`src/verilog/board_ctrl_pkg.sv`:
```
package board_ctrl_pkg;

  // clock and derived timing
  localparam int SYS_CLK_MHZ       = 125;
  localparam int FILTER_TIME_US    = 1000;
  localparam int FILTER_CYCLES     = FILTER_TIME_US * SYS_CLK_MHZ;
  localparam int RESET_HOLD_MS     = 1000;
  localparam int RESET_HOLD_CYCLES = RESET_HOLD_MS * 1000 * SYS_CLK_MHZ;
  localparam int SETTLE_MARGIN     = 4;   // sync stages plus slack
  localparam int CNT_W             = 32;

  // over-temperature threshold in degrees celsius, signed
  localparam logic signed [7:0] ALERT_TEMP_C = 8'sh50;
  localparam int TEMP_W = 8;

  // apb geometry
  localparam int ADDR_W = 8;
  localparam int DATA_W = 32;

  // register byte offsets
  localparam logic [ADDR_W-1:0] STATUS_OFS     = 8'h00;
  localparam logic [ADDR_W-1:0] IRQ_STATUS_OFS = 8'h04;
  localparam logic [ADDR_W-1:0] IRQ_MASK_OFS   = 8'h08;
  localparam logic [ADDR_W-1:0] CONTROL_OFS    = 8'h0c;

  // status register fields
  localparam int ST_OVERTEMP = 0;
  localparam int ST_ALERT_EN = 1;
  localparam int ST_EXT_RST  = 2;
  localparam int ST_PATTERN  = 3;
  localparam int ST_FAMILY   = 4;
  localparam int ST_ROUTE485 = 5;
  localparam int ST_TEMP_LSB = 8;

  // interrupt status / mask fields
  localparam int IRQ_W            = 4;
  localparam int IRQ_OVERTEMP_ON  = 0;
  localparam int IRQ_OVERTEMP_OFF = 1;
  localparam int IRQ_EXT_RESET    = 2;
  localparam int IRQ_SW_CHANGE    = 3;
  localparam logic [IRQ_W-1:0] IRQ_MASK_RST = 4'h0;

  // control register fields
  localparam int CTRL_CAM_RESET = 0;
  localparam logic CTRL_RST     = 1'b0;

  // mode switch positions
  localparam int SW_W          = 4;
  localparam int SW_CAM_FAMILY = 0;
  localparam int SW_CTRL_ROUTE = 1;
  localparam int SW_ALERT_EN   = 2;
  localparam int SW_PATTERN    = 3;
  localparam logic SW_RST_LEVEL     = 1'b0;
  localparam logic EXT_RST_N_LEVEL  = 1'b1;

  // reset sequencer
  typedef enum logic [1:0] {
    ST_POWERUP,
    ST_RUN,
    ST_QUALIFY,
    ST_SHUTDOWN
  } seq_state_type;

endpackage : board_ctrl_pkg

```
`src/verilog/input_glitch_filter.sv`:
```
`timescale 1ns/1ns
// two-flop synchroniser followed by a stability filter
module input_glitch_filter #(
  parameter int   FILTER_CYCLES = board_ctrl_pkg::FILTER_CYCLES,
  parameter logic RESET_LEVEL   = 1'b0
) (
  input  wire logic i_sys_clk,
  input  wire logic i_sys_rst,
  input  wire logic i_raw,
  output logic      o_level
);

  typedef struct packed {
    logic                             meta;
    logic                             sync;
    logic                             level;
    logic [board_ctrl_pkg::CNT_W-1:0] cnt;
  } filt_state_type;

  localparam logic [board_ctrl_pkg::CNT_W-1:0] CNT_LAST =
    board_ctrl_pkg::CNT_W'(FILTER_CYCLES - 1);

  filt_state_type s_reg;
  filt_state_type s_next;

  // level moves only after the synced input held steady long enough
  always_comb begin
    s_next      = s_reg;
    s_next.meta = i_raw;
    s_next.sync = s_reg.meta;  // meta feeds nothing else
    if (s_reg.sync == s_reg.level) begin
      s_next.cnt = '0;
    end else if (s_reg.cnt == CNT_LAST) begin
      s_next.level = s_reg.sync;
      s_next.cnt   = '0;
    end else begin
      s_next.cnt = s_reg.cnt + 32'h1;
    end
  end

  always_ff @(posedge i_sys_clk or posedge i_sys_rst) begin
    if (i_sys_rst) begin
      s_reg       <= '0;
      s_reg.meta  <= RESET_LEVEL;
      s_reg.sync  <= RESET_LEVEL;
      s_reg.level <= RESET_LEVEL;
    end else begin
      s_reg <= s_next;
    end
  end

  assign o_level = s_reg.level;

endmodule : input_glitch_filter

```
`src/verilog/board_mode_alert_reset_ctrl.sv`:
```
`timescale 1ns/1ns
module board_mode_alert_reset_ctrl #(
  parameter int FILTER_CYCLES     = board_ctrl_pkg::FILTER_CYCLES,
  parameter int RESET_HOLD_CYCLES = board_ctrl_pkg::RESET_HOLD_CYCLES
) (
  input  wire logic                              i_sys_clk,
  input  wire logic                              i_sys_rst,
  input  wire logic [board_ctrl_pkg::SW_W-1:0]   i_mode_sw,
  input  wire logic                              i_ext_reset_n,
  input  wire logic [board_ctrl_pkg::TEMP_W-1:0] i_board_temp,
  input  wire logic                              i_host_ttl_rx,
  input  wire logic                              i_host_232_rx,
  input  wire logic                              i_host_485_rx,
  input  wire logic                              i_cam_tx,
  input  wire logic                              i_psel,
  input  wire logic                              i_penable,
  input  wire logic                              i_pwrite,
  input  wire logic [board_ctrl_pkg::ADDR_W-1:0] i_paddr,
  input  wire logic [board_ctrl_pkg::DATA_W-1:0] i_pwdata,
  output logic [board_ctrl_pkg::DATA_W-1:0]      o_prdata,
  output logic                                   o_pready,
  output logic                                   o_pslverr,
  output logic                                   o_host_ttl_tx,
  output logic                                   o_host_232_tx,
  output logic                                   o_host_485_tx,
  output logic                                   o_cam_rx,
  output logic                                   o_cam_family_sel,
  output logic                                   o_pattern_source_sel,
  output logic                                   o_cam_reset_n,
  output logic                                   o_core_reset,
  output logic                                   o_alert_led,
  output logic                                   o_irq
);

  localparam int CW = board_ctrl_pkg::CNT_W;
  localparam logic [CW-1:0] SETTLE_LAST =
    CW'(FILTER_CYCLES + board_ctrl_pkg::SETTLE_MARGIN - 1);
  localparam logic [CW-1:0] HOLD_LAST = CW'(RESET_HOLD_CYCLES - 1);

  typedef struct packed {
    board_ctrl_pkg::seq_state_type          seq;
    logic [CW-1:0]                          cnt;
    logic                                   pattern_taken;
    logic                                   pattern_sel;
    logic                                   family;
    logic                                   route485;
    logic                                   alert_en;
    logic                                   over_temp;
    logic                                   led;
    logic [board_ctrl_pkg::TEMP_W-1:0]      temp;
    logic [board_ctrl_pkg::SW_W-1:0]        sw_prev;
    logic [board_ctrl_pkg::IRQ_W-1:0]       irq_status;
    logic [board_ctrl_pkg::IRQ_W-1:0]       irq_mask;
    logic                                   ctrl_cam_reset;
    logic                                   host_ttl_tx;
    logic                                   host_232_tx;
    logic                                   host_485_tx;
    logic                                   cam_rx;
    logic                                   cam_reset_n;
    logic                                   core_reset;
    logic                                   irq;
    logic [board_ctrl_pkg::DATA_W-1:0]      prdata;
    logic                                   pready;
    logic                                   pslverr;
  } ctrl_state_type;

  ctrl_state_type s_reg;
  ctrl_state_type s_next;

  logic [board_ctrl_pkg::SW_W-1:0] sw_level;
  logic                            ext_rst_n_level;

  // one register per mapped offset; anything else is an error
  function automatic logic reg_hit(
    input logic [board_ctrl_pkg::ADDR_W-1:0] addr
  );
    reg_hit = (addr == board_ctrl_pkg::STATUS_OFS)     ||
              (addr == board_ctrl_pkg::IRQ_STATUS_OFS) ||
              (addr == board_ctrl_pkg::IRQ_MASK_OFS)   ||
              (addr == board_ctrl_pkg::CONTROL_OFS);
  endfunction : reg_hit

  // signed compare against the alert threshold
  function automatic logic temp_over(
    input logic [board_ctrl_pkg::TEMP_W-1:0] t,
    input logic                              or_equal
  );
    logic signed [board_ctrl_pkg::TEMP_W-1:0] st;
    st = signed'(t);
    temp_over = or_equal ? (st >= board_ctrl_pkg::ALERT_TEMP_C)
                         : (st >  board_ctrl_pkg::ALERT_TEMP_C);
  endfunction : temp_over

  // switches and reset line filtered before use
  genvar gi;
  generate
    for (gi = 0; gi < board_ctrl_pkg::SW_W; gi = gi + 1) begin : g_sw
      input_glitch_filter #(
        .FILTER_CYCLES (FILTER_CYCLES),
        .RESET_LEVEL   (board_ctrl_pkg::SW_RST_LEVEL)
      ) u_sw_filter (
        .i_sys_clk (i_sys_clk),
        .i_sys_rst (i_sys_rst),
        .i_raw     (i_mode_sw[gi]),
        .o_level   (sw_level[gi])
      );
    end
  endgenerate

  input_glitch_filter #(
    .FILTER_CYCLES (FILTER_CYCLES),
    .RESET_LEVEL   (board_ctrl_pkg::EXT_RST_N_LEVEL)
  ) u_rst_filter (
    .i_sys_clk (i_sys_clk),
    .i_sys_rst (i_sys_rst),
    .i_raw     (i_ext_reset_n),
    .o_level   (ext_rst_n_level)
  );

  // next state of the whole block
  always_comb begin
    logic                              access;
    logic                              ext_accept;
    logic [board_ctrl_pkg::DATA_W-1:0] rd;
    logic [board_ctrl_pkg::IRQ_W-1:0]  ev;
    access     = i_psel && i_penable;
    ext_accept = 1'b0;
    rd         = '0;
    ev         = '0;
    s_next     = s_reg;

    // live switch settings
    s_next.family   = sw_level[board_ctrl_pkg::SW_CAM_FAMILY];
    s_next.route485 = sw_level[board_ctrl_pkg::SW_CTRL_ROUTE];
    s_next.alert_en = sw_level[board_ctrl_pkg::SW_ALERT_EN];
    s_next.sw_prev  = sw_level;

    // temperature: led on strictly above, pin alert at or above
    s_next.temp      = i_board_temp;
    s_next.led       = temp_over(i_board_temp, 1'b0);
    s_next.over_temp = temp_over(i_board_temp, 1'b1);

    // reset sequencer
    case (s_reg.seq)
      board_ctrl_pkg::ST_POWERUP: begin
        // wait until filters have seen the real switch levels
        if (s_reg.cnt == SETTLE_LAST) begin
          s_next.cnt = '0;
          s_next.seq = board_ctrl_pkg::ST_RUN;
          if (!s_reg.pattern_taken) begin
            s_next.pattern_sel   = sw_level[board_ctrl_pkg::SW_PATTERN];
            s_next.pattern_taken = 1'b1;
          end
        end else begin
          s_next.cnt = s_reg.cnt + 32'h1;
        end
      end
      board_ctrl_pkg::ST_RUN: begin
        s_next.cnt = '0;
        if (!ext_rst_n_level) begin
          s_next.seq = board_ctrl_pkg::ST_QUALIFY;
        end
      end
      board_ctrl_pkg::ST_QUALIFY: begin
        // short low pulses fall back without effect
        if (ext_rst_n_level) begin
          s_next.seq = board_ctrl_pkg::ST_RUN;
          s_next.cnt = '0;
        end else if (s_reg.cnt == HOLD_LAST) begin
          s_next.seq = board_ctrl_pkg::ST_SHUTDOWN;
          s_next.cnt = '0;
          ext_accept = 1'b1;
        end else begin
          s_next.cnt = s_reg.cnt + 32'h1;
        end
      end
      board_ctrl_pkg::ST_SHUTDOWN: begin
        // held down as long as the line stays low, then restart
        s_next.cnt = '0;
        if (ext_rst_n_level) begin
          s_next.seq = board_ctrl_pkg::ST_POWERUP;
        end
      end
      default: begin
        s_next.seq = board_ctrl_pkg::ST_POWERUP;
        s_next.cnt = '0;
      end
    endcase

    // apb: setup, one wait cycle, then completion
    s_next.pready  = 1'b0;
    s_next.pslverr = 1'b0;
    s_next.prdata  = '0;
    if (access && !s_reg.pready) begin
      s_next.pready  = 1'b1;
      s_next.pslverr = !reg_hit(i_paddr);
      rd[board_ctrl_pkg::ST_OVERTEMP] = s_reg.over_temp;
      rd[board_ctrl_pkg::ST_ALERT_EN] = s_reg.alert_en;
      rd[board_ctrl_pkg::ST_EXT_RST]  =
        (s_reg.seq == board_ctrl_pkg::ST_SHUTDOWN);
      rd[board_ctrl_pkg::ST_PATTERN]  = s_reg.pattern_sel;
      rd[board_ctrl_pkg::ST_FAMILY]   = s_reg.family;
      rd[board_ctrl_pkg::ST_ROUTE485] = s_reg.route485;
      rd[board_ctrl_pkg::ST_TEMP_LSB +: board_ctrl_pkg::TEMP_W] =
        s_reg.temp;
      if (!i_pwrite) begin
        case (i_paddr)
          board_ctrl_pkg::STATUS_OFS:     s_next.prdata = rd;
          board_ctrl_pkg::IRQ_STATUS_OFS: s_next.prdata =
            {28'h0, s_reg.irq_status};
          board_ctrl_pkg::IRQ_MASK_OFS:   s_next.prdata =
            {28'h0, s_reg.irq_mask};
          board_ctrl_pkg::CONTROL_OFS:    s_next.prdata =
            {31'h0, s_reg.ctrl_cam_reset};
          default:                        s_next.prdata = '0;
        endcase
      end
    end else if (access && s_reg.pready) begin
      // the completing edge: writes land, read of irq status clears it
      if (i_pwrite) begin
        if (i_paddr == board_ctrl_pkg::IRQ_MASK_OFS) begin
          s_next.irq_mask = i_pwdata[board_ctrl_pkg::IRQ_W-1:0];
        end
        if (i_paddr == board_ctrl_pkg::CONTROL_OFS) begin
          s_next.ctrl_cam_reset = i_pwdata[board_ctrl_pkg::CTRL_CAM_RESET];
        end
      end else if (i_paddr == board_ctrl_pkg::IRQ_STATUS_OFS) begin
        s_next.irq_status = '0;
      end
    end

    // a line reset also returns software settings to defaults
    if (ext_accept) begin
      s_next.irq_mask       = board_ctrl_pkg::IRQ_MASK_RST;
      s_next.ctrl_cam_reset = board_ctrl_pkg::CTRL_RST;
    end

    // events are applied after the clear so a same-cycle set wins
    ev[board_ctrl_pkg::IRQ_OVERTEMP_ON]  = s_next.over_temp &&
                                           !s_reg.over_temp;
    ev[board_ctrl_pkg::IRQ_OVERTEMP_OFF] = !s_next.over_temp &&
                                           s_reg.over_temp;
    ev[board_ctrl_pkg::IRQ_EXT_RESET]    = ext_accept;
    ev[board_ctrl_pkg::IRQ_SW_CHANGE]    = (sw_level != s_reg.sw_prev) &&
      (s_reg.seq != board_ctrl_pkg::ST_POWERUP);
    s_next.irq_status = s_next.irq_status | ev;
    s_next.irq        = |(s_reg.irq_status & s_reg.irq_mask);

    // serial routing; rx lines idle high so and-ing is safe
    if (s_reg.route485) begin
      s_next.cam_rx      = i_host_485_rx;
      s_next.host_485_tx = i_cam_tx;
      s_next.host_232_tx = 1'b1;
      s_next.host_ttl_tx = 1'b1;
    end else begin
      s_next.cam_rx      = i_host_ttl_rx & i_host_232_rx;
      s_next.host_485_tx = 1'b1;
      s_next.host_232_tx = i_cam_tx;
      s_next.host_ttl_tx = i_cam_tx;
    end
    if (s_reg.alert_en) begin
      s_next.host_ttl_tx = !s_reg.over_temp;
    end

    // camera reset low during power-up, shutdown or software request
    s_next.cam_reset_n = !((s_reg.seq == board_ctrl_pkg::ST_POWERUP) ||
                           (s_reg.seq == board_ctrl_pkg::ST_SHUTDOWN) ||
                           s_reg.ctrl_cam_reset);
    s_next.core_reset  = (s_reg.seq == board_ctrl_pkg::ST_SHUTDOWN);
  end

  // single state register; idle-high lines start high
  always_ff @(posedge i_sys_clk or posedge i_sys_rst) begin
    if (i_sys_rst) begin
      s_reg             <= '0;
      s_reg.seq         <= board_ctrl_pkg::ST_POWERUP;
      s_reg.irq_mask    <= board_ctrl_pkg::IRQ_MASK_RST;
      s_reg.host_ttl_tx <= 1'b1;
      s_reg.host_232_tx <= 1'b1;
      s_reg.host_485_tx <= 1'b1;
      s_reg.cam_rx      <= 1'b1;
    end else begin
      s_reg <= s_next;
    end
  end

  assign o_prdata             = s_reg.prdata;
  assign o_pready             = s_reg.pready;
  assign o_pslverr            = s_reg.pslverr;
  assign o_host_ttl_tx        = s_reg.host_ttl_tx;
  assign o_host_232_tx        = s_reg.host_232_tx;
  assign o_host_485_tx        = s_reg.host_485_tx;
  assign o_cam_rx             = s_reg.cam_rx;
  assign o_cam_family_sel     = s_reg.family;
  assign o_pattern_source_sel = s_reg.pattern_sel;
  assign o_cam_reset_n        = s_reg.cam_reset_n;
  assign o_core_reset         = s_reg.core_reset;
  assign o_alert_led          = s_reg.led;
  assign o_irq                = s_reg.irq;
endmodule : board_mode_alert_reset_ctrl

```
`config.mk`:
```
export PLATFORM = sky130hd
export DESIGN_NAME = board_mode_alert_reset_ctrl
export DESIGN_NICKNAME = d
export VERILOG_FILES = /design/src/verilog/board_ctrl_pkg.sv /design/src/verilog/input_glitch_filter.sv /design/src/verilog/board_mode_alert_reset_ctrl.sv
export SDC_FILE = /design/constraint.sdc
export NUM_CORES = 1
export LEC_CHECK = 0
export BUFFER_PORTS_ARGS = -buffer_cell sky130_fd_sc_hd__buf_2
export CAP_MARGIN = 30
export CORE_MARGIN = 5
export CORE_UTILIZATION = 45
export CTS_BUF_LIST = sky130_fd_sc_hd__clkbuf_4 sky130_fd_sc_hd__clkbuf_8
export CTS_CLUSTER_SIZE = 28
export DETAILED_ROUTE_END_ITERATION = 7
export PLACE_DENSITY_LB_ADDON = 0.25
export SLEW_MARGIN = 20
export SYNTH_ARGS = -nofsm -noshare
export SYNTH_HDL_FRONTEND = slang
export SYNTH_SLANG_ARGS = --single-unit
```
`constraint.sdc`:
```
create_clock -name i_sys_clk -period 28.8 [get_ports i_sys_clk]
set_input_delay 8.64 -clock i_sys_clk [delete_from_list [all_inputs] [get_ports i_sys_clk]]
set_output_delay 8.64 -clock i_sys_clk [all_outputs]
set_load 0.05 [all_outputs]
```
==> results of run 1 <==
[worst max-delay path by stage]
stage                from                                      end  slack (ns)  cells past startpoint
3_5_place_dp   i_paddr[5]                   o_prdata[10]$_DFF_PP0_       18.04                      6
2_1_floorplan   i_sys_rst  g_sw[0].u_sw_filter.o_level$_DFFE_PP0P_       13.10                      1
3_3_place_gp   i_paddr[5]                   o_prdata[12]$_DFF_PP0_       18.06                      6
6_report       i_paddr[5]                    o_prdata[4]$_DFF_PP0_       18.64                      6
4_1_cts        i_paddr[5]                    o_prdata[4]$_DFF_PP0_       18.63                      6
5_1_grt        i_paddr[5]                   o_prdata[13]$_DFF_PP0_       18.48                      6
[report_power, final]
group	switching, mW	total (mW)	leakage (nW)	internal [mW]
sequential	0.00246	0.368	3.48	0.365
combinational	0.0215	0.0272	2.28	0.00576
clock	0.152	0.366	0.550	0.213
total	0.176	0.760	6.31	0.584
[worst max-delay path, delay by kind of cell]
kind          cells  cell delay [ns]
buf+inv           1             0.09
simple gates      5             1.91
[logic make-up after synthesis]
group / Yosys count
other: 1
DFF: 257
and+or+nand+nor: 632
xor gates and xnor gates: 188
adders and majority gates: 10
buffers and inverters: 89
AOI/OAI and AO/OA: 22
muxes: 16
[area by class of cell]
class | instances | area (um^2)
Fill cell | 2484 | 13100
Sequential cell | 257 | 6440
Multi-Input combinational cell | 886 | 5420
Clock buffer | 71 | 915
Tap cell | 341 | 427
Timing Repair Buffer | 71 | 405
Clock inverter | 14 | 116
Inverter | 25 | 101
[cell usage after synthesis, types with 17 or more instances]
| master | count |
|---|---|
| xor2_1 | 130 |
| nor4_1 | 39 |
| dfrtp_1 | 250 |
| inv_1 | 25 |
| nor2_1 | 234 |
| and2_1 | 17 |
| xnor2_1 | 58 |
| and3_1 | 32 |
| nand4_1 | 73 |
| nor3_1 | 18 |
| and4_1 | 17 |
| nand2_1 | 68 |
| buf_4 | 32 |
| nand3_1 | 77 |
| clkbuf_1 | 20 |
[per-layer routing]
| metal | GRT usage | vias up |
|---|---|---|
| met1 | 0.221 | 4161 |
| met3 | 0.0267 | 50 |
| met5 | 0 | - |
| met2 | 0.246 | 138 |
| met4 | 0.0586 | 2 |
| li1 | - | 4269 |
[cells in the final DEF (no fill, tap or decap), types with 2 or more instances in the layout]
cell,instances
dfrtp_1,250
nor2_1,234
xor2_1,130
nand3_1,77
nand4_1,73
nand2_1,68
clkbuf_8,61
buf_2,61
xnor2_1,58
nor4_1,39
and3_1,32
inv_1,24
nor3_1,18
conb_1,18
and4_1,17
and2_1,17
clkbuf_4,11
or2_2,10
nor4_2,10
ha_1,10
or4_1,9
clkinv_2,9
mux2i_1,8
mux2_2,7
dfstp_2,7
nor4b_1,6
nand2b_1,6
a21oi_1,6
buf_4,6
o21ai_0,4
a31oi_1,3
nor2b_1,3
nand4b_1,2
nand4bb_1,2
or3_1,2
nor3b_1,2
a22oi_1,2
inv_6,2
[metrics by stage]
stage | hold slack (ns) | total power [mW]
6_report | 0.347 | 0.760
5_1_grt | 0.361 | 0.795
4_1_cts | 0.348 | 0.776
3_5_place_dp | 0.336 | 0.402
3_3_place_gp | 0.333 | 0.401
2_1_floorplan | 0.331 | 0.397
==> flow_summary.json, run 1 <==
{
  "syn_to_final_growth_pct": 12.3,
  "hold_class": "reg2reg",
  "yosysSeqAreaShare": 0.523,
  "track_usage": 0.157,
  "reg2reg_slack_ns": 26.14,
  "grt_pass1_vias": 8338,
  "post_cts_resized": 0,
  "synth_top_family_by_area": "simple AND/OR/NAND/NOR gates",
  "synthDistinctLibCells": 50,
  "initialDrtViolationCount": 512,
  "status": "finished clean",
  "htreeDepth": 2,
  "finalCritPeriodShare": 0.353,
  "power-per-cell-area_nw_per_um2": 55.0,
  "hold_depth": 0,
  "synthAdderAreaFrac": 0.0102,
  "worstSetupEndpointType": "register",
  "r2r_end": "g_sw[3].u_sw_filter.s_reg[7]$_DFF_PP0_",
  "fmax_mhz": 98.4,
  "ys_seq_elements": 257,
  "io_pins": 106,
  "worstPathArrival_ns": 10.65,
  "synth_enable_flop_cells": 0,
  "hold_viol": 0,
  "overflow": 0,
  "grt_first_pass_wirelength_um": 40900,
  "hold_path_end": "g_sw[0].u_sw_filter.s_reg[33]$_DFF_PP0_",
  "synthFlopType": "dfrtp_1",
  "antenna_found_initial": 1,
  "postCtsHoldBufs": 0,
  "maxCapViolCount": 0,
  "final_max_slew_viol_count": 0,
  "worstSetupStartpointType": "input port",
  "synth_top_cells_by_area": "dfrtp_1 51%, xor2_1 9.2%, nor2_1 7.1%",
  "cts_buffer_depth": 3,
  "placed_cell_area_um2": 12800,
  "rsz0062_at_grt": "false",
  "port_buffers": 59,
  "setup_slack_ns": 18.64,
  "clock_latency_ns": 0.56,
  "synth-warning-count": 0,
  "totalWireLength_um": 24300,
  "period_minus_slack_ns": 10.16,
  "slowest_delay_ns": 0.62,
  "final-setup-viol-count": 0,
  "synthMuxAreaShare": 0.0147,
  "synth_area_um2": 12300,
  "synthXorXnorAreaFrac": 0.134,
  "rows": 60,
  "placed_cells_incl_taps": 1576,
  "p_leak_nw": 6.31,
  "cts_made_buffers": 46,
  "largest_reg_flops": 132,
  "gp_congestion": 0.816,
  "ant_nets": 0,
  "synth-compound-area-share": 0.0114,
  "cts_tree": "done",
  "core_area_um2": 27000,
  "dieWidth_um": 175,
  "path_max_fanout": 10,
  "fin_cells": 1665,
  "first_pass_iters": 4,
  "synthArstFlopShare": 1.00,
  "clock-root-buffer": "clkbuf_8",
  "n_antenna_cell": 0,
  "synth_top_cell_by_area": "dfrtp_1",
  "grt_max_degree": 110,
  "wl_met3_um": 931,
  "critPathKind": "in2reg",
  "rr_startpoint": "g_sw[3].u_sw_filter.s_reg[20]$_DFF_PP0_",
  "viasPerCell": 5.18,
  "relSlewSlack": 0.392,
  "postCtsSetupRepairBufs": 0,
  "synth-simple-area-share": 0.264,
  "cp_slowest_cell": "nor3_2",
  "routedWlPerCell_um": 14.6,
  "fin_util": 0.513,
  "top_layer": "met5",
  "max_slew.worst_pin.slew_ns": 0.905,
  "vias": 8620,
  "reg2reg_depth": 6,
  "tns_ns": 0,
  "clk_pin_slew_ns": 0.06,
  "finalClockSkew_ns": 0.0171,
  "start_util": 0.457,
  "drc": 0,
  "fin_area_um2": 13800,
  "wl_met2_um": 11000,
  "min_from": "g_sw[0].u_sw_filter.s_next[33]$_DFF_PP0_",
  "crit_required_ns": 29.29,
  "dpl_worst_slack_ns": 18.04,
  "wl_met1_um": 11600,
  "drive_gt1_frac": 0.148,
  "cts.sink_count": 257,
  "detailed_place_hpwl_um": 16200,
  "vdd_ir_drop_max_v": 0.0000301,
  "die_h_um": 175,
  "dieArea_um2": 30800,
  "synth_top_area_share": 0.508,
  "synth_cells": 1215,
  "final_nets": 1359,
  "path_cells": "buf_2, nor4_1, nand2_1, or3_1, nor3_2, and2_1",
  "synth_area_per_cell_um2": 10.1
}
(Power assumes the default switching activity.)
==> run 2: changes to the inputs <==
--- a/config.mk
+++ b/config.mk
@@ -5,6 +5,7 @@
 export SDC_FILE = /design/constraint.sdc
 export NUM_CORES = 1
 export LEC_CHECK = 0
+export ABC_AREA = 1
 export BUFFER_PORTS_ARGS = -buffer_cell sky130_fd_sc_hd__buf_2
 export CAP_MARGIN = 30
 export CORE_MARGIN = 5
==> constraint.sdc (replaced) <==
create_clock -name i_sys_clk -period 10.45 [get_ports i_sys_clk]
set_input_delay 3.135 -clock i_sys_clk [delete_from_list [all_inputs] [get_ports i_sys_clk]]
set_output_delay 3.135 -clock i_sys_clk [all_outputs]
set_load 0.05 [all_outputs]
==> flow_summary.json, run 2 <==
{
  "status": "finished clean",
  "hold_viol": 0,
  "cp_top_family": "flip-flops",
  "mostFrequentLayoutCells": "624 x nand2_1, 458 x nor2_1, 250 x dfrtp_1",
  "worst-path-buf-inv": 1,
  "finalClockSkew_ns": 0.0218,
  "synthXorXnorAreaFrac": 0.0463,
  "fmax_mhz": 225,
  "largest_reg_flops": 132,
  "p_leak_nw": 7.17,
  "antenna_found_initial": 0,
  "ys_seq_elements": 257,
  "clock_latency_ns": 0.56,
  "crit_required_ns": 7.32,
  "synth_top_family_by_area": "simple AND/OR/NAND/NOR gates",
  "finalCritPeriodShare": 0.426,
  "clk_pin_slew_ns": 0.06,
  "dieArea_um2": 36500,
  "hold_class": "reg2reg",
  "max_slew.worst_pin.slew_ns": 0.835,
  "clock-root-buffer": "clkbuf_8",
  "critPathKind": "reg2out",
  "synth_top_cell_by_area": "dfrtp_1",
  "core_area_um2": 32500,
  "worstSetupEndpointType": "primary output",
  "synth_cells": 2125,
  "start_util": 0.455,
  "synth_area_per_cell_um2": 6.95,
  "htreeDepth": 2,
  "postCtsSetupRepairBufs": 0,
  "grt_pass1_vias": 12900,
  "worstPathArrival_ns": 1.31,
  "syn_to_final_growth_pct": 10.5,
  "drive_gt1_frac": 0.0762,
  "synthDistinctLibCells": 39,
  "cts_tree": "done",
  "n_antenna_cell": 0,
  "routedWlPerCell_um": 13.9,
  "cts_buffer_depth": 3,
  "die_h_um": 191,
  "yosysSeqAreaShare": 0.436,
  "io_pins": 106,
  "synthAdderAreaFrac": 0.00848,
  "mostFrequentLayoutCell": "nand2_1",
  "maxCapViolCount": 0,
  "yosys-top-cells-count": "624 x nand2_1, 458 x nor2_1, 250 x dfrtp_1, 241 x inv_1, 145 x nor3_1",
  "rows": 66,
  "synth-simple-area-share": 0.398,
  "vias": 13300,
  "placed_cells_incl_taps": 2599,
  "cts_made_buffers": 45,
  "overflow": 0,
  "synth_top_area_share": 0.424,
  "power-per-cell-area_nw_per_um2": 123,
  "cts.sink_count": 257,
  "detailed_place_hpwl_um": 28200,
  "path_cells": "buf_2",
  "synthFlopType": "dfrtp_1",
  "postCtsHoldBufs": 0,
  "synth_top_cells_by_area": "dfrtp_1 42%, nand2_1 16%, nor2_1 12%",
  "period_minus_slack_ns": 4.45,
  "port_buffers": 59,
  "synth_area_um2": 14800,
  "final-setup-viol-count": 0,
  "synth-warning-count": 0,
  "initialDrtViolationCount": 901,
  "grt_max_degree": 125,
  "gp_congestion": 0.960,
  "yosysMostFrequentCell": "nand2_1",
  "fillers": 3276,
  "tns_ns": 0,
  "final_nets": 2278,
  "track_usage": 0.206,
  "rsz0062_at_grt": "false",
  "ant_nets": 0,
  "totalWireLength_um": 37100,
  "drc": 0,
  "synth_enable_flop_cells": 0,
  "grt_first_pass_wirelength_um": 62400,
  "post_cts_resized": 0,
  "worstSetupStartpointType": "register",
  "dieWidth_um": 191,
  "cp_slowest_cell": "dfstp_2",
  "fin_cells": 2674,
  "synthArstFlopShare": 1.00,
  "final_max_slew_viol_count": 0,
  "path_max_fanout": 1,
  "synth-compound-area-share": 0.0252,
  "vdd_ir_drop_max_v": 0.000107,
  "relSlewSlack": 0.440,
  "first_pass_iters": 5,
  "synthMuxAreaShare": 0.000678,
  "slowest_delay_ns": 0.51,
  "viasPerCell": 4.97
}
[run 2: cell types whose count changed in the layout (fill, tap and decap cells not counted), sizes merged, moves of 32 or more]
cell and delta:
and3 -32, nor3 +128, nand3 +39, nor2 +232, nor4 -47, inv +218, nand2 +559, xor2 -63
xnor2 -47
[run 2: routing by layer]
metal  GRT usage  vias to the layer above  part of all wire
met5           0                        -                 0
met4      0.0682                        0             0.030
met3      0.0294                       85             0.045
met2       0.335                      313              0.47
met1       0.284                     6136              0.46
li1            -                     6760                 -
[run 2: where the power goes]
part	internal, mW	switching (mW)
registers	1.01	0.00759
clock network	0.510	0.405
logic	0.0151	0.0636
[run 2: cells by family (layout without fill, tap and decap cells)]
| logic type | count (synthesis) | in the layout |
|---|---|---|
| and+or+nand+nor | 1414 | 1414 |
| buffers and inverters | 296 | 386 |
| DFF | 257 | 257 |
| xor gates and xnor gates | 78 | 78 |
| AOI/OAI and AO/OA | 68 | 68 |
| adders and majority gates | 10 | 10 |
| other | 1 | 18 |
| muxes | 1 | 1 |
[run 2: worst paths after layout]
kind                            cells past startpoint                                      from  slack, ns                                      end
max in group asynchronous                           4                                 i_sys_rst       6.32  g_sw[2].u_sw_filter.s_reg[11]$_DFF_PP0_
worst min-delay path                                0  g_sw[0].u_sw_filter.s_next[33]$_DFF_PP0_       0.35  g_sw[0].u_sw_filter.s_reg[33]$_DFF_PP0_
worst max-delay path                                1                        o_cam_rx$_DFF_PP1_       6.00                                 o_cam_rx
worst max register to register                      8    g_sw[0].u_sw_filter.s_reg[0]$_DFF_PP0_       8.43  g_sw[0].u_sw_filter.s_reg[22]$_DFF_PP0_
worst min register to register                      0  g_sw[0].u_sw_filter.s_next[33]$_DFF_PP0_       0.35  g_sw[0].u_sw_filter.s_reg[33]$_DFF_PP0_
min in group asynchronous                           2                                 i_sys_rst       2.56   g_sw[1].u_sw_filter.s_reg[6]$_DFF_PP0_
[run 2: final cells by class]
| type | count | area, um^2 | area share |
|---|---|---|---|
| sequential | 257 | 6440 | 0.395 |
| tap | 442 | 553 | 0.0339 |
| inverter | 250 | 946 | 0.0580 |
| clock inverter | 6 | 33.8 | 0.00207 |
| multi-input combinational | 1589 | 7140 | 0.437 |
| timing repair buffer | 63 | 365 | 0.0224 |
| clock buffer | 67 | 841 | 0.0515 |
[run 2: metrics by stage]
step	cell area (um^2)	total power [mW]	worst slack, ns	hold slack (ns)	utilization
finish	16300	2.01	6.00	0.346	0.503
global route	16300	2.10	5.95	0.363	0.503
CTS	16300	2.04	5.95	0.348	0.501
detailed placement	15400	1.11	5.54	0.336	0.474
global placement	15400	1.11	5.54	0.335	0.474
floorplan	14800	1.09	0.256	0.331	-
==> run 3: changes to the inputs <==
--- a/config.mk
+++ b/config.mk
@@ -5,7 +5,7 @@
 export SDC_FILE = /design/constraint.sdc
 export NUM_CORES = 1
 export LEC_CHECK = 0
-export ABC_AREA = 1
+export ABC_AREA = 0
 export BUFFER_PORTS_ARGS = -buffer_cell sky130_fd_sc_hd__buf_2
 export CAP_MARGIN = 30
 export CORE_MARGIN = 5
==> constraint.sdc (replaced) <==
create_clock -name i_sys_clk -period 4.3 [get_ports i_sys_clk]
set_input_delay 1.29 -clock i_sys_clk [delete_from_list [all_inputs] [get_ports i_sys_clk]]
set_output_delay 1.29 -clock i_sys_clk [all_outputs]
set_load 0.05 [all_outputs]
==> flow_summary.json, run 3 (synthesized netlist as in run 1, its figures left out) <==
{
  "totalWireLength_um": 25000,
  "wl_met2_um": 11600,
  "worstSetupStartpointType": "input port",
  "drive_gt1_frac": 0.145,
  "final_max_slew_viol_count": 0,
  "wl_met3_um": 1070,
  "io_pins": 106,
  "timing.hold.ws_ns": 0.348,
  "n_antenna_cell": 0,
  "clock_latency_ns": 0.55,
  "worstPathArrival_ns": 3.14,
  "initialDrtViolationCount": 422,
  "clock-root-buffer": "clkbuf_8",
  "period_minus_slack_ns": 2.66,
  "cts.sink_count": 257,
  "mostFrequentLayoutCell": "dfrtp_1",
  "cts_tree": "done",
  "fin_area_um2": 13800,
  "mostFrequentLayoutCells": "250 x dfrtp_1, 234 x nor2_1, 130 x xor2_1",
  "relSlewSlack": 0.318,
  "p_leak_nw": 6.28,
  "dieArea_um2": 30800,
  "largest_reg_flops": 132,
  "cts_buffer_depth": 3,
  "path_cells": "buf_2, nor4_1, nand2_1, or3_1, nor3_2, and2_1",
  "cp_top_family": "simple AND/OR/NAND/NOR gates",
  "hold_depth": 0,
  "maxCapViolCount": 0,
  "hold_path_end": "g_sw[0].u_sw_filter.s_reg[33]$_DFF_PP0_",
  "cp_slowest_cell": "nor3_2",
  "core_area_um2": 27000,
  "placed_cell_area_um2": 12800,
  "postCtsHoldBufs": 0,
  "hold_class": "reg2reg",
  "track_usage": 0.162,
  "fmax_mhz": 377,
  "grt_first_pass_wirelength_um": 41900,
  "routedWlPerCell_um": 15.0,
  "detailed_place_hpwl_um": 16400,
  "slowest_delay_ns": 0.51,
  "overflow": 0,
  "rows": 60,
  "die_h_um": 175,
  "dieWidth_um": 175,
  "path_max_fanout": 10,
  "rr_startpoint": "g_sw[3].u_sw_filter.s_reg[20]$_DFF_PP0_",
  "tns_ns": 0,
  "fin_util": 0.511,
  "htreeDepth": 2,
  "max_slew.worst_pin.slew_ns": 1.01,
  "antenna_found_initial": 2,
  "start_util": 0.457,
  "grt_pass1_vias": 8490,
  "rsz0062_at_grt": "false",
  "seqCellArea_um2": 6440,
  "gp_congestion": 0.796,
  "port_buffers": 59,
  "multi_input_area_um2": 5420,
  "hold_viol": 0,
  "fillers": 2469,
  "post_cts_resized": 0,
  "first_pass_iters": 5,
  "drc": 0,
  "viasPerCell": 5.18,
  "final-setup-viol-count": 0,
  "power-per-cell-area_nw_per_um2": 370,
  "final_nets": 1356,
  "finalPower_mw": 5.10,
  "reg2reg_slack_ns": 1.71,
  "cts_made_buffers": 46,
  "wl_met1_um": 11700,
  "vdd_ir_drop_max_v": 0.000199,
  "grt_max_degree": 104,
  "postCtsSetupRepairBufs": 0,
  "status": "finished clean",
  "worstSetupEndpointType": "register",
  "min_from": "g_sw[0].u_sw_filter.s_next[33]$_DFF_PP0_",
  "clk_pin_slew_ns": 0.06,
  "syn_to_final_growth_pct": 12.0,
  "reg2reg_depth": 6,
  "vias": 8603,
  "critPathKind": "in2reg",
  "top_layer": "met5",
  "ant_nets": 0,
  "finalCritPeriodShare": 0.618,
  "worst-path-buf-inv": 1,
  "r2r_end": "g_sw[3].u_sw_filter.s_reg[9]$_DFF_PP0_",
  "finalClockSkew_ns": 0.0219,
  "crit_required_ns": 4.78
}
run 3: cell count changes in the layout (fill, tap and decap cells not counted), sizes merged, moves of 16 or more:
cell,before,now
nand2,627,68
nor2,467,235
inv,245,26
nor3,147,19
xor2,67,130
nor4,3,50
xnor2,11,58
nand3,116,77
and3,0,32
nand4,42,73
o21ai,31,5
a21oi,25,6
and4,0,17
and2,1,17
run 3: how the worst max path moves through the flow:
stage | cells past startpoint | endpoint | slack (ns) | start
floorplan | 1 | g_sw[0].u_sw_filter.o_level$_DFFE_PP0P_ | -0.37 | i_sys_rst
global placement | 6 | o_prdata[9]$_DFF_PP0_ | 1.04 | i_paddr[5]
detailed placement | 6 | o_prdata[15]$_DFF_PP0_ | 1.04 | i_paddr[5]
CTS | 6 | o_prdata[15]$_DFF_PP0_ | 1.63 | i_paddr[5]
global route | 6 | g_sw[3].u_sw_filter.s_reg[9]$_DFF_PP0_ | 1.50 | g_sw[3].u_sw_filter.s_reg[20]$_DFF_PP0_
finish | 6 | o_prdata[15]$_DFF_PP0_ | 1.64 | i_paddr[5]
run 3: per-stage QoR:
step	std cells	setup slack [ns]
finish	1660	1.64
floorplan	1232	-0.370
detailed placement	1575	1.04
CTS	1658	1.63
global placement	1575	1.04
global route	1660	1.50
run 3: final cells by class:
| cell class | instances | share of cell area |
|---|---|---|
| clock inverter | 13 | 0.0109 |
| timing repair buffer | 68 | 0.0287 |
| inverter | 25 | 0.00708 |
| clock buffer | 70 | 0.0622 |
| tap | 341 | 0.0310 |
| multi-input combinational | 886 | 0.393 |
| sequential | 257 | 0.467 |
run 3: where the power goes:
| part | leakage [nW] | switching, mW | total (mW) | internal, mW |
|---|---|---|---|---|
| clock | 0.538 | 0.999 | 2.46 | 1.46 |
| sequential | 3.48 | 0.0169 | 2.46 | 2.45 |
| combinational | 2.26 | 0.144 | 0.183 | 0.0394 |
run 3: metal layers:
metal / global-route usage / vias up
li1: - / 4249
met1: 0.221 / 4168
met2: 0.261 / 133
met3: 0.0344 / 49
met4: 0.0471 / 4
met5: 0 / -
run 3: worst register-to-register path: stages (launching register included):
cell,delay (ns)
dfrtp_1,0.43
or4_1,0.54
or4_1,0.42
nor4_2,0.26
or2_1,0.38
buf_4,0.34
nor2_1,0.10
